===== config.mk =====
export PLATFORM = sky130hd
export DESIGN_NAME = rlre_exec
export DESIGN_NICKNAME = d
export VERILOG_FILES = /design/src/core/rlre_pkg.sv /design/src/core/rlre_exec.sv
export SDC_FILE = /design/constraint.sdc
export NUM_CORES = 1
export LEC_CHECK = 0
export BUFFER_PORTS_ARGS = -buffer_cell sky130_fd_sc_hd__clkbuf_2
export CORE_ASPECT_RATIO = 1.2
export CORE_UTILIZATION = 48
export CTS_CLUSTER_SIZE = 20
export DETAILED_ROUTE_END_ITERATION = 8
export PLACE_DENSITY = 0.84
export RECOVER_POWER = 25
export SLEW_MARGIN = 0
export SYNTH_ARGS = -nofsm -noshare
export SYNTH_HDL_FRONTEND = slang
export SYNTH_SLANG_ARGS = --single-unit

===== constraint.sdc =====
create_clock -name clk -period 3.6 [get_ports clk]
set_input_delay 1.08 -clock clk [delete_from_list [all_inputs] [get_ports clk]]
set_output_delay 1.08 -clock clk [all_outputs]
set_load 0.02 [all_outputs]

===== src/core/rlre_pkg.sv =====
// Package for the rotate and literal-return execution block
// Notes on behaviour
// - Literal return loads W with 8-bit literal
// - Literal return pops stack into program counter
// - Literal return: one word, two cycles, flags kept
// - Rotate left: carry into bit0, bit7 out
// - Destination bit 0 writes W, 1 writes register
// - Rotate right: carry into bit7, bit0 out
package rlre_pkg;
    localparam int DATA_W    = 8;
    localparam int ADDR_W    = 7;
    localparam int PC_W      = 11;
    localparam logic [7:0] W_RESET = 8'h00;
    localparam logic       C_RESET = 1'b0;
    localparam logic       DEST_W  = 1'b0;
    localparam logic       DEST_F  = 1'b1;
    // Cycles of the literal return
    localparam int RET_CYCLES = 2;

    typedef enum logic [1:0] {
        OP_NONE,
        OP_RETURN_WITH_LITERAL,
        OP_ROTATE_LEFT_CARRY,
        OP_ROTATE_RIGHT_CARRY
    } rlre_op_t;

    // One decoded instruction from the decoder
    typedef struct packed {
        rlre_op_t            op;
        logic [DATA_W-1:0]   literal;
        logic [ADDR_W-1:0]   fileAddr;
        logic                dest;
    } rlre_instr_t;

    // One register file write
    typedef struct packed {
        logic                en;
        logic [ADDR_W-1:0]   addr;
        logic [DATA_W-1:0]   data;
    } rlre_fwrite_t;
endpackage


===== src/core/rlre_exec.sv =====
// Execution of literal return and rotate-through-carry instructions
`timescale 1ns/10ps
`default_nettype none
module rlre_exec
    import rlre_pkg::*;
(
    // Clock and reset
    input  wire logic                clk,
    input  wire logic                resetn,
    // Decoder side
    input  wire rlre_instr_t         instr,
    input  wire logic                instrValid,
    output logic                     busy,
    // Register file read of the addressed location
    input  wire logic [DATA_W-1:0]   fileRdData,
    output logic [ADDR_W-1:0]        fileRdAddr,
    // Register file write
    output rlre_fwrite_t             fileWr,
    // Working register and carry
    output logic [DATA_W-1:0]        wReg,
    output logic                     carry,
    // Return-address stack and program counter
    input  wire logic [PC_W-1:0]     stackTop,
    output logic                     stackPop,
    output logic                     pcLoad,
    output logic [PC_W-1:0]          pcValue
);
    typedef enum logic {ST_EXEC, ST_FLUSH} rlre_state_t;

    rlre_state_t       state_q;
    logic [DATA_W-1:0] w_q;
    logic              c_q;
    logic              busy_q;
    logic              pop_q;
    logic              pcLoad_q;
    logic [PC_W-1:0]   pc_q;
    rlre_fwrite_t      fw_q;

    // Rotate through carry: returns {carry out, result}
    function automatic logic [DATA_W:0] rotC(
        input logic [DATA_W-1:0] v,
        input logic              c,
        input logic              left
    );
        if (left) begin
            rotC = {v[DATA_W-1], v[DATA_W-2:0], c};
        end else begin
            rotC = {v[0], c, v[DATA_W-1:1]};
        end
    endfunction

    logic              take;
    logic              isRot;
    logic [DATA_W:0]   rot;
    assign take  = instrValid && state_q == ST_EXEC;
    assign isRot = instr.op == OP_ROTATE_LEFT_CARRY
                || instr.op == OP_ROTATE_RIGHT_CARRY;
    assign rot   = rotC(fileRdData, c_q,
                        instr.op == OP_ROTATE_LEFT_CARRY);
    assign fileRdAddr = instr.fileAddr; // Address field is 7 bits

    // Sequencer: literal return holds a second cycle for the fetch flush
    always_ff @(posedge clk) begin
        if (!resetn) begin
            state_q <= ST_EXEC;
            busy_q  <= 1'b0;
        end else begin
            case (state_q)
                ST_EXEC: begin
                    if (take && instr.op == OP_RETURN_WITH_LITERAL) begin
                        state_q <= ST_FLUSH;
                        busy_q  <= 1'b1;
                    end
                end
                ST_FLUSH: begin
                    state_q <= ST_EXEC;
                    busy_q  <= 1'b0;
                end
                default: begin
                    state_q <= ST_EXEC;
                    busy_q  <= 1'b0;
                end
            endcase
        end
    end

    // Working register
    always_ff @(posedge clk) begin
        if (!resetn) begin
            w_q <= W_RESET;
        end else if (take) begin
            if (instr.op == OP_RETURN_WITH_LITERAL) begin
                w_q <= instr.literal; // Any 0..255 value
            end else if (isRot && instr.dest == DEST_W) begin
                w_q <= rot[DATA_W-1:0];
            end
        end
    end

    // Carry changes only on rotates; literal return leaves it
    always_ff @(posedge clk) begin
        if (!resetn) begin
            c_q <= C_RESET;
        end else if (take && isRot) begin
            c_q <= rot[DATA_W];
        end
    end

    // Register file write-back, one cycle pulse
    always_ff @(posedge clk) begin
        if (!resetn) begin
            fw_q <= '0;
        end else begin
            fw_q.en   <= take && isRot && instr.dest == DEST_F;
            fw_q.addr <= instr.fileAddr;
            fw_q.data <= rot[DATA_W-1:0];
        end
    end

    // Stack pop and PC load in the flush cycle of the literal return
    always_ff @(posedge clk) begin
        if (!resetn) begin
            pop_q    <= 1'b0;
            pcLoad_q <= 1'b0;
            pc_q     <= '0;
        end else begin
            pop_q    <= take && instr.op == OP_RETURN_WITH_LITERAL;
            pcLoad_q <= take && instr.op == OP_RETURN_WITH_LITERAL;
            if (take && instr.op == OP_RETURN_WITH_LITERAL) begin
                pc_q <= stackTop;
            end
        end
    end

    assign busy     = busy_q;
    assign wReg     = w_q;
    assign carry    = c_q;
    assign fileWr   = fw_q;
    assign stackPop = pop_q;
    assign pcLoad   = pcLoad_q;
    assign pcValue  = pc_q;

    // Return length, taking edge included, as a count for the checks
    localparam int RET_SPAN = RET_CYCLES;

    // Literal return: busy through the flush cycle, PC loaded at once
    ret_two_cycle_a: assert property (
        @(posedge clk) disable iff (!resetn)
        take && instr.op == OP_RETURN_WITH_LITERAL
        |=> busy && pcLoad ##1 !busy)
        else $error("literal return not two cycles");
    // Nothing of the return still active once its span has run out
    ret_cycle_span_a: assert property (
        @(posedge clk) disable iff (!resetn)
        take && instr.op == OP_RETURN_WITH_LITERAL
        |-> ##RET_SPAN !busy && !pcLoad && !stackPop)
        else $error("literal return span wrong");
    // W gets the literal whatever its value
    ret_loads_w_a: assert property (
        @(posedge clk) disable iff (!resetn)
        take && instr.op == OP_RETURN_WITH_LITERAL
        |=> wReg == $past(instr.literal))
        else $error("W not loaded with literal");
    // Pop comes together with the PC value set to the saved return address
    ret_pops_stack_a: assert property (
        @(posedge clk) disable iff (!resetn)
        take && instr.op == OP_RETURN_WITH_LITERAL
        |=> stackPop && pcValue == $past(stackTop))
        else $error("PC not loaded from stack top");
    // Only rotates may touch the carry
    ret_keeps_carry_a: assert property (
        @(posedge clk) disable iff (!resetn)
        take && !isRot |=> $stable(carry))
        else $error("carry changed outside rotate");
    // Flush cycle refuses the decoder: no write, no pop, W and carry kept
    busy_ignores_instr_a: assert property (
        @(posedge clk) disable iff (!resetn)
        busy |=> !fileWr.en && !stackPop && !pcLoad
            && $stable(wReg) && $stable(carry))
        else $error("instruction taken during flush");
    // Rotate left into W, old carry in at bit zero
    rot_left_a: assert property (
        @(posedge clk) disable iff (!resetn)
        take && instr.op == OP_ROTATE_LEFT_CARRY && instr.dest == DEST_W
        |=> wReg == {$past(fileRdData[6:0]), $past(carry)}
            && carry == $past(fileRdData[7]))
        else $error("rotate left wrong");
    // Rotate right into W, old carry in at the top bit
    rot_right_a: assert property (
        @(posedge clk) disable iff (!resetn)
        take && instr.op == OP_ROTATE_RIGHT_CARRY && instr.dest == DEST_W
        |=> wReg == {$past(carry), $past(fileRdData[7:1])}
            && carry == $past(fileRdData[0]))
        else $error("rotate right wrong");
    // Rotate to W leaves the register file alone
    rot_dest_w_a: assert property (
        @(posedge clk) disable iff (!resetn)
        take && isRot && instr.dest == DEST_W |=> !fileWr.en)
        else $error("rotate to W wrote the register");
    // Rotate back to the register leaves W alone
    rot_dest_file_a: assert property (
        @(posedge clk) disable iff (!resetn)
        take && isRot && instr.dest == DEST_F
        |=> fileWr.en && fileWr.addr == $past(instr.fileAddr)
            && $stable(wReg))
        else $error("rotate to file wrong");
    // Written-back value of a rotate left, with the carry it leaves
    rol_file_data_a: assert property (
        @(posedge clk) disable iff (!resetn)
        take && instr.op == OP_ROTATE_LEFT_CARRY && instr.dest == DEST_F
        |=> fileWr.data == {$past(fileRdData[6:0]), $past(carry)}
            && carry == $past(fileRdData[7]))
        else $error("rotate left to register wrong");
    // Written-back value of a rotate right, with the carry it leaves
    ror_file_data_a: assert property (
        @(posedge clk) disable iff (!resetn)
        take && instr.op == OP_ROTATE_RIGHT_CARRY && instr.dest == DEST_F
        |=> fileWr.data == {$past(carry), $past(fileRdData[7:1])}
            && carry == $past(fileRdData[0]))
        else $error("rotate right to register wrong");
    // A rotate never holds the decoder off
    rot_one_cycle_a: assert property (
        @(posedge clk) disable iff (!resetn)
        take && isRot |=> !busy && !stackPop)
        else $error("rotate not single cycle");
    // Reset state seen at the edge after any reset edge
    reset_values_a: assert property (
        @(posedge clk)
        !resetn |=> wReg == W_RESET && carry == C_RESET && !busy
            && !fileWr.en && !stackPop && !pcLoad && pcValue == '0)
        else $error("state not cleared by reset");
endmodule // rlre_exec
`default_nettype wire


==> results of run 1 <==
## per-stage QoR
| stage | instance area [sq um] | setup slack (ps) | hold WS [ps] |
|---|---|---|---|
| 6_report | 2070 | 1200 | 455 |
| 4_1_cts | 2090 | 1200 | 455 |
| 3_3_place_gp | 2010 | 1080 | 444 |
| 2_1_floorplan | 1680 | 1310 | 521 |
| 3_5_place_dp | 2010 | 1070 | 445 |
| 5_1_grt | 2070 | 1170 | 477 |
## final cells by class
class	count	share of cell area
clock buffers	7	0.0368
clock inverters	1	0.00242
inverters	2	0.00362
multi-input cells	121	0.362
flip-flops and latches	39	0.377
well taps	37	0.0223
repair buffers	85	0.196
## how the worst max path moves through the flow
stage,to,slack [ps]
floorplan,fileRdAddr[0],1310
CTS,fileRdAddr[5],1200
global route,fileRdAddr[3],1170
finish,fileRdAddr[5],1200
global placement,pcValue[6],1080
detailed placement,pcValue[8],1070
## cell families after synthesis
group,after synthesis,share of synthesized area
buf+inv,24,0.0907
simple gates,62,0.176
flops,39,0.464
compound gates,37,0.133
mux,22,0.136
## cells in the mapped netlist
library cell,number
nand2b_1,2
buf_2,2
mux2i_1,15
mux2_2,7
a211oi_1,5
and2_1,7
a311oi_1,1
and4_1,1
nand4_1,1
or2_1,1
dfxtp_1,39
nand2_1,42
inv_2,1
inv_1,1
and4bb_2,1
clkbuf_1,7
o2111ai_1,1
buf_6,3
a22o_1,1
o221a_1,1
nor2b_1,3
nand4bb_1,1
buf_4,10
and3_4,1
nor2_1,2
a21oi_1,21
o22ai_1,2
a31oi_1,5
## flip-flops by register name, indices dropped and copies added, names as in the netlist
name	flops
fileWr	16
carry	1
state_q	1
pcLoad	1
busy	1
wReg	8
pcValue	11
## report_power, final
part / switching [mW] / internal (mW) / leakage (nW) / total, mW
Clock: 0.143 / 0.136 / 0.0422 / 0.279
Sequential: 0.0101 / 0.455 / 0.321 / 0.465
Combinational: 0.0974 / 0.0645 / 0.594 / 0.162
## cells in the final DEF (no fill, tap or decap), drive strengths merged
cell     count
a211oi       5
a21oi       21
a22o         1
a311oi       1
a31oi        5
and2         7
and3         1
and4         1
and4bb       1
clkbuf      92
clkinv       1
dfxtp       39
inv          2
mux2         7
mux2i       15
nand2       42
nand2b       2
nand4        1
nand4bb      1
nor2         2
nor2b        3
o2111ai      1
o221a        1
o22ai        2
or2          1
## metal layers
metal	global-route usage	wire [um]	vias to the layer above
met3	0.0874	341	7
met4	0.0732	47	0
met2	0.347	1710	68
met1	0.211	1410	666
li1	-	-	762
met5	0	0	-
==> results.py, run 1 <==
metrics = {
    "worst_setup_path": {
        "crit_fanout": 2,
        "cp_common_cell": "clkbuf_2",
        "crit_type": "input pin to output port",
        "cp_num_buf_inv": 2,
        "critPathMaxStageDelay_ps": 150,
        "rr_endpoint": "wReg[7]",
        "worstSetupStartpointType": "input pin",
        "reg2reg_depth": 3,
        "critPathRequiredTime_ps": 2520,
        "critical_path.top_delay_family": "buffers and inverters",
        "end_kind": "output port",
        "ff2ff_setup_slack_ps": 2130,
        "cp_num_cells": 2,
        "critPathLaunch": "instr[6]",
        "crit_path_top_delay_cell": "clkbuf_2",
        "arrival_ps": 1320,
        "r2r-start": "state_q",
        "critical_path.cell_chain": "clkbuf_2 -> clkbuf_2",
    },
    "global_route": {
        "antenna_found_initial": 0,
        "grt_pass1_wl_mm": 5.66,
        "overflow": 0,
        "grt_max_degree": 29,
        "gr-usage-all-layers": 0.198,
        "grt_pass1_vias": 1296,
    },
    "finish": {
        "drive_gt1_frac": 0.337,
        "multi_input_area_sq_um": 749,
        "stdcell_count": 292,
        "syn_to_final_growth_pct": 23.1,
        "fin_nets": 294,
        "fill_cells": 325,
        "antennaDiodeCount": 0,
        "regArea_sq_um": 781,
        "post-route-util": 0.621,
    },
    "clocking": {
        "post-cts-setup-buffers": 0,
        "clock_path_buffers": 2,
        "clk_pin_slew_ps": 70,
        "cts_resized": 0,
        "insertion_delay_ps": 290,
        "cts_made_buffers": 5,
        "cts_tree": "done",
        "htreeDepth": 2,
        "clock-sinks": 39,
        "root_buffer": "clkbuf_8",
        "cts_hold_buf": 0,
    },
    "timing": {
        "fin_crit_ps": 2400,
        "period_share": 0.666,
        "hold_viol_final": 0,
        "maxSlewViolCount": 0,
        "skew_ps": 2.60,
        "grt_setup_unrepaired": "no",
        "tightest_slew_ps": 670,
        "fmax_ghz": 0.417,
        "slew_headroom": 0.552,
        "tns_ps": 0,
        "finalSetupViolCount": 0,
    },
    "yosys": {
        "post-synth-top-area-cell": "dfxtp_1",
        "syn-mean-instance-area_sq_um": 9.15,
        "synth_area_leaders": "dfxtp_1, nand2_1, mux2i_1",
        "synth.distinct_cells": 28,
        "syn_nets": 224,
        "synth-seq-cells": 39,
        "ys_warn_count": 0,
        "synth.top_cell.area_share": 0.464,
        "syn_area_sq_um": 1680,
        "ys_seq_area_frac": 0.464,
        "syn_inst": 184,
    },
    "job": {
        "cap_violations": 0,
    },
    "routing": {
        "routed_via_density": 5.15,
        "routedWlPerCell_um": 12.0,
        "remaining_drc_errors": 0,
        "vias": 1503,
        "ant_nets": 0,
        "first_pass_iters": 4,
        "wirelength_mm": 3.50,
        "drt_iter0_drc": 29,
    },
    "die": {
        "std_cell_rows": 23,
        "die_area_sq_um": 3750,
        "die_h_um": 66.9,
        "die_w_um": 56.1,
        "io_pins": 86,
        "initial_utilization": 0.504,
        "core_area_sq_um": 3340,
    },
    "min_path": {
        "hp-class": "register to register",
        "min_delay_path_depth": 2,
        "holdPathEnd": "pcValue[6]",
        "hold_start": "pcValue[6]",
    },
    "placed_design": {
        "io_buffers": 85,
        "globalplace.congestion": 0.729,
        "hpwl_mm": 2.65,
        "dp_cells": 284,
    },
    "power_and_ir_drop": {
        "power_uw": 905,
        "power.leakage_nw": 0.957,
        "power.density_nw_per_um2": 437,
        "ir_worst_vdd_mv": 0.340,
    },
    "run_status": {
        "status": "finished, final reports clean",
    },
}
No activity file was read; power rests on OpenSTA's default activity.
==> run 2: changes to the inputs <==
Settings changed: ABC_AREA set to 1, CORE_UTILIZATION 48 to 46, PLACE_DENSITY 0.84 to 0.8.
Clock period 3.6 ns to 2.3 ns, I/O delays scaled along.
==> run 2 against run 1 <==
Clock power up 77%. Routed wire length up 2.4%. Largest cell class unchanged. Combinational power up 83%. Clock skew up 1.5 ps.
==> results.py, run 2 <==
metrics = {
    "run_status": {
        "status": "finished, final reports clean",
    },
    "min_path": {
        "min_delay_path_depth": 2,
        "holdPathEnd": "busy",
        "hold_start": "busy",
        "hp-class": "register to register",
    },
    "power_and_ir_drop": {
        "ir_worst_vdd_mv": 0.363,
        "power.leakage_nw": 1.24,
        "power.density_nw_per_um2": 687,
        "power_mw": 1.53,
    },
    "worst_setup_path": {
        "reg2reg_depth": 5,
        "crit_fanout": 15,
        "arrival_ps": 1990,
        "cp_common_cell": "nor2_1",
        "r2r-start": "state_q",
        "end_kind": "register",
        "critical_path.cell_chain": "clkbuf_1 -> nor2_1 -> nand2_4 -> clkinv_2 -> nor2_1 -> nor2_1",
        "rr_endpoint": "pcValue[10]",
        "critPathRequiredTime_ps": 2480,
        "critPathMaxStageDelay_ps": 400,
        "crit_type": "input pin to register",
        "critPathLaunch": "instr[17]",
        "crit_path_top_delay_cell": "clkbuf_1",
        "worstSetupStartpointType": "input pin",
        "ff2ff_setup_slack_ps": 1090,
    },
    "clocking": {
        "cts_tree": "done",
        "insertion_delay_ps": 280,
        "cts_hold_buf": 0,
        "root_buffer": "clkbuf_8",
        "clk_pin_slew_ps": 70,
        "cts_resized": 0,
        "clock_path_buffers": 2,
        "post-cts-setup-buffers": 0,
        "clock-sinks": 39,
        "htreeDepth": 2,
        "cts_made_buffers": 5,
    },
    "die": {
        "die_area_sq_um": 4140,
        "core_area_sq_um": 3660,
        "io_pins": 86,
        "std_cell_rows": 24,
        "die_w_um": 58.9,
        "initial_utilization": 0.488,
        "die_h_um": 70.3,
    },
    "yosys": {
        "syn_inst": 235,
        "ys_warn_count": 0,
        "ys_seq_area_frac": 0.436,
        "syn_area_sq_um": 1790,
        "yosys.area_share.simple": 0.357,
        "synth_ff_type": "dfxtp_1",
        "synth.distinct_cells": 24,
        "synth.most_common_cell": "nand2_1",
        "syn-mean-instance-area_sq_um": 7.61,
        "synth-seq-cells": 39,
        "synth_top_family_by_area": "simple AND/OR/NAND/NOR gates",
        "async_reset_ff_frac": 0,
        "synth_compound_area_frac": 0.0594,
        "synth_area_leaders": "dfxtp_1, nand2_1, nor2_1",
        "post-synth-top-area-cell": "dfxtp_1",
        "synth_edf_count": 0,
        "synthAdderAreaFrac": 0,
        "synthXorXnorAreaFrac": 0,
        "synth.top_cell.area_share": 0.436,
        "ys_top_cells_by_count": "nand2_1, dfxtp_1, nor2_1",
        "synth_mux_area_frac": 0,
        "syn_nets": 275,
    },
    "global_route": {
        "grt_max_degree": 27,
        "overflow": 0,
        "use_met1": 0.224,
        "grt_use_met2": 0.306,
        "gr-usage-all-layers": 0.188,
        "grt_pass1_vias": 1391,
        "grt_pass1_wl_mm": 5.96,
        "antenna_found_initial": 0,
        "grt.busiest_layer": "met2",
        "grt_use_met3": 0.0611,
    },
    "timing": {
        "finalSetupViolCount": 0,
        "skew_ps": 4.08,
        "tightest_slew_ps": 525,
        "maxSlewViolCount": 0,
        "fin_crit_ps": 1810,
        "slew_headroom": 0.650,
        "period_share": 0.785,
        "tns_ps": 0,
        "setup_ws_ps": 494,
        "hold_viol_final": 0,
        "fmax_ghz": 0.554,
        "grt_setup_unrepaired": "no",
    },
    "finish": {
        "layout_common_cells": "clkbuf_2, nand2_1, nor2_1, dfxtp_1, inv_1",
        "largest_reg_flops": 16,
        "antennaDiodeCount": 0,
        "syn_to_final_growth_pct": 24.2,
        "stdcell_count": 365,
        "drive_gt1_frac": 0.393,
        "fin_nets": 352,
        "final_common_cell": "clkbuf_2",
        "fill_cells": 374,
    },
    "routing": {
        "routedWlPerCell_um": 9.83,
        "routed_via_density": 4.31,
        "drt_iter0_drc": 79,
        "wirelength_mm": 3.59,
        "vias": 1572,
        "first_pass_iters": 4,
        "remaining_drc_errors": 0,
        "ant_nets": 0,
    },
    "placed_design": {
        "dp_worst_setup_slack_ps": 409,
        "io_buffers": 85,
        "globalplace.congestion": 0.730,
        "dp_cells": 357,
        "hpwl_mm": 2.71,
    },
    "job": {
        "cap_violations": 0,
    },
}
## run 2: worst max-delay path: cells and delay by family
family | cells | cell delay [ps]
buf+inv | 2 | 650
simple gates | 4 | 640
## run 2: worst max path at each step
stage                     to
6_report         pcValue[10]
4_1_cts        fileRdAddr[0]
3_5_place_dp     pcValue[10]
3_3_place_gp     pcValue[10]
2_1_floorplan  fileRdAddr[0]
5_1_grt          pcValue[10]
## run 2: cell families (layout without fill, tap and decap cells)
kind of cell | Yosys count | after routing
and+or+nand+nor | 131 | 131
buffers and inverters | 49 | 127
DFF | 39 | 39
AOI/OAI and AO/OA | 16 | 16
## run 2: final cells by class
| type | instances | area, sq um | share of cell area |
|---|---|---|---|
| sequential | 39 | 781 | 0.351 |
| multi-input combinational | 147 | 721 | 0.324 |
| timing repair buffer | 87 | 434 | 0.195 |
| inverter | 32 | 121 | 0.0546 |
| clock buffer | 8 | 100 | 0.0450 |
| tap | 52 | 65.1 | 0.0293 |
## run 2: per-stage QoR
step	utilization	instance area, sq um	hold slack, ps
after detailed placement	0.587	2150	466
final	0.607	2220	473
after CTS	0.615	2250	477
after global placement	0.587	2150	452
after global routing	0.607	2220	512
after floorplan	-	1790	538
## run 2: report_power, final
group | switching [mW] | internal (mW)
logic | 0.190 | 0.106
clock network | 0.221 | 0.274
registers | 0.0180 | 0.717
total | 0.429 | 1.10
## run 2: routing by layer
layer  routed length (um)  share of wire
met1                 1560           0.43
met5                    0              0
met3                  281          0.078
met2                 1700           0.47
met4                   44          0.012
==> run 3: changes to the inputs <==
Settings changed: ABC_AREA 1 to 0, CORE_UTILIZATION 46 to 45, PLACE_DENSITY 0.8 to 0.79.
Clock period 2.3 ns to 1.8 ns, I/O delays scaled along.
==> run 3 against run 2 <==
The flow now finishes with violations (DRC). Combinational power is 16% higher. Utilization is 1.4 points higher. Setup slack worse by 190 ps. Non-clock buffer count is 6 higher. Via count is 3.4% lower. Power is 20% higher. Sequential power is 26% higher. Register-to-register slack worse by 500 ps. Critical path depth is 5 lower. Clock power is 13% higher. Die area is 3.7% lower. Critical path type is now register to output port. Highest routed layer unchanged.
==> results.py, run 3 (same netlist as run 1, synthesis figures left out) <==
metrics = {
    "placed_design": {
        "hpwl_mm": 2.84,
        "io_buffers": 85,
        "dpl_cell_area_sq_um": 2070,
        "globalplace.congestion": 0.819,
    },
    "routing": {
        "remaining_drc_errors": 7,
        "wirelength_mm": 3.77,
        "ant_nets": 0,
        "vias": 1518,
        "drt_iter0_drc": 33,
        "first_pass_iters": 6,
        "routed_via_density": 5.06,
        "routedWlPerCell_um": 12.6,
    },
    "clocking": {
        "cts_tree": "done",
        "clock-sinks": 39,
        "clock_path_buffers": 2,
        "clk_pin_slew_ps": 70,
        "post-cts-setup-buffers": 0,
        "htreeDepth": 2,
        "cts_made_buffers": 5,
        "root_buffer": "clkbuf_8",
        "cts_hold_buf": 0,
        "cts_resized": 0,
        "insertion_delay_ps": 280,
    },
    "finish": {
        "syn_to_final_growth_pct": 27.4,
        "final_common_cell": "clkbuf_2",
        "antennaDiodeCount": 0,
        "stdcell_area_sq_um": 2140,
        "fin_nets": 302,
        "largest_reg_flops": 16,
        "drive_gt1_frac": 0.407,
        "layout_common_cells": "clkbuf_2, nand2_1, dfxtp_1",
    },
    "global_route": {
        "grt_max_degree": 29,
        "gr-usage-all-layers": 0.200,
        "grt_pass1_vias": 1344,
        "grt_pass1_wl_mm": 6.01,
        "antenna_found_initial": 0,
        "overflow": 0,
    },
    "worst_setup_path": {
        "arrival_ps": 960,
        "critical_path.top_delay_family": "flip-flops",
        "cp_num_buf_inv": 1,
        "critPathRequiredTime_ps": 1260,
        "critPathMaxStageDelay_ps": 460,
        "critical_path.cell_chain": "clkbuf_2",
        "end_kind": "output port",
        "crit_path_top_delay_cell": "dfxtp_1",
        "worstSetupStartpointType": "register",
        "crit_type": "register to output port",
        "crit_fanout": 6,
    },
    "die": {
        "io_pins": 86,
        "core_area_sq_um": 3450,
        "std_cell_rows": 23,
        "die_h_um": 69.0,
        "die_w_um": 57.8,
        "initial_utilization": 0.487,
        "die_area_sq_um": 3990,
    },
    "timing": {
        "skew_ps": 2.19,
        "finalSetupViolCount": 0,
        "fmax_ghz": 0.667,
        "fin_crit_ps": 1500,
        "grt_setup_unrepaired": "no",
        "tns_ps": 0,
        "tightest_slew_ps": 502,
        "period_share": 0.832,
        "maxSlewViolCount": 0,
        "slew_headroom": 0.665,
        "hold_viol_final": 0,
    },
    "run_status": {
        "violations": "DRC",
        "status": "complete, but fails checks",
    },
    "power_and_ir_drop": {
        "power_mw": 1.83,
        "power.density_nw_per_um2": 853,
        "ir_worst_vdd_mv": 0.579,
        "power.leakage_nw": 1.04,
    },
    "job": {
        "cap_violations": 0,
    },
    "min_path": {
        "hp-class": "register to register",
    },
}
==> run 3: cell type report <==
| cell class | count | area (sq um) |
|---|---|---|
| fill | 303 | 1310 |
| sequential | 39 | 781 |
| multi-input combinational | 121 | 744 |
| timing repair buffer | 93 | 484 |
| clock buffer | 7 | 76.3 |
| tap | 37 | 46.3 |
| inverter | 2 | 7.51 |
| clock inverter | 1 | 5.00 |
==> run 3: layer usage <==
layer	wire length, um	up-vias	track usage	part of all wire
met1	1590	671	0.217	0.42
met3	351	4	0.0877	0.093
li1	-	780	-	-
met5	0	-	0	0
met4	40	0	0.0774	0.011
met2	1790	63	0.345	0.47
==> run 3: worst paths after layout <==
path | cells after the start | end | from | slack (ps)
worst max-delay path | 1 | carry | carry | 300
worst min-delay path | 2 | pcValue[5] | pcValue[5] | 450
worst max register to register | 4 | wReg[1] | state_q | 590
worst min register to register | 2 | pcValue[5] | pcValue[5] | 450
==> run 3: stage by stage <==
stage | instances | hold WS (ps) | setup slack (ps) | utilization
2_1_floorplan | 184 | 521 | 173 | -
3_3_place_gp | 292 | 441 | 228 | 0.599
3_5_place_dp | 292 | 447 | 176 | 0.599
4_1_cts | 300 | 457 | 292 | 0.623
5_1_grt | 300 | 465 | 256 | 0.621
6_report | 300 | 453 | 302 | 0.621
==> run 3: power by group <==
group / total [mW] / internal, mW / switching (mW)
logic: 0.343 / 0.143 / 0.200
registers: 0.929 / 0.909 / 0.0198
clock network: 0.557 / 0.272 / 0.285
total: 1.83 / 1.32 / 0.505
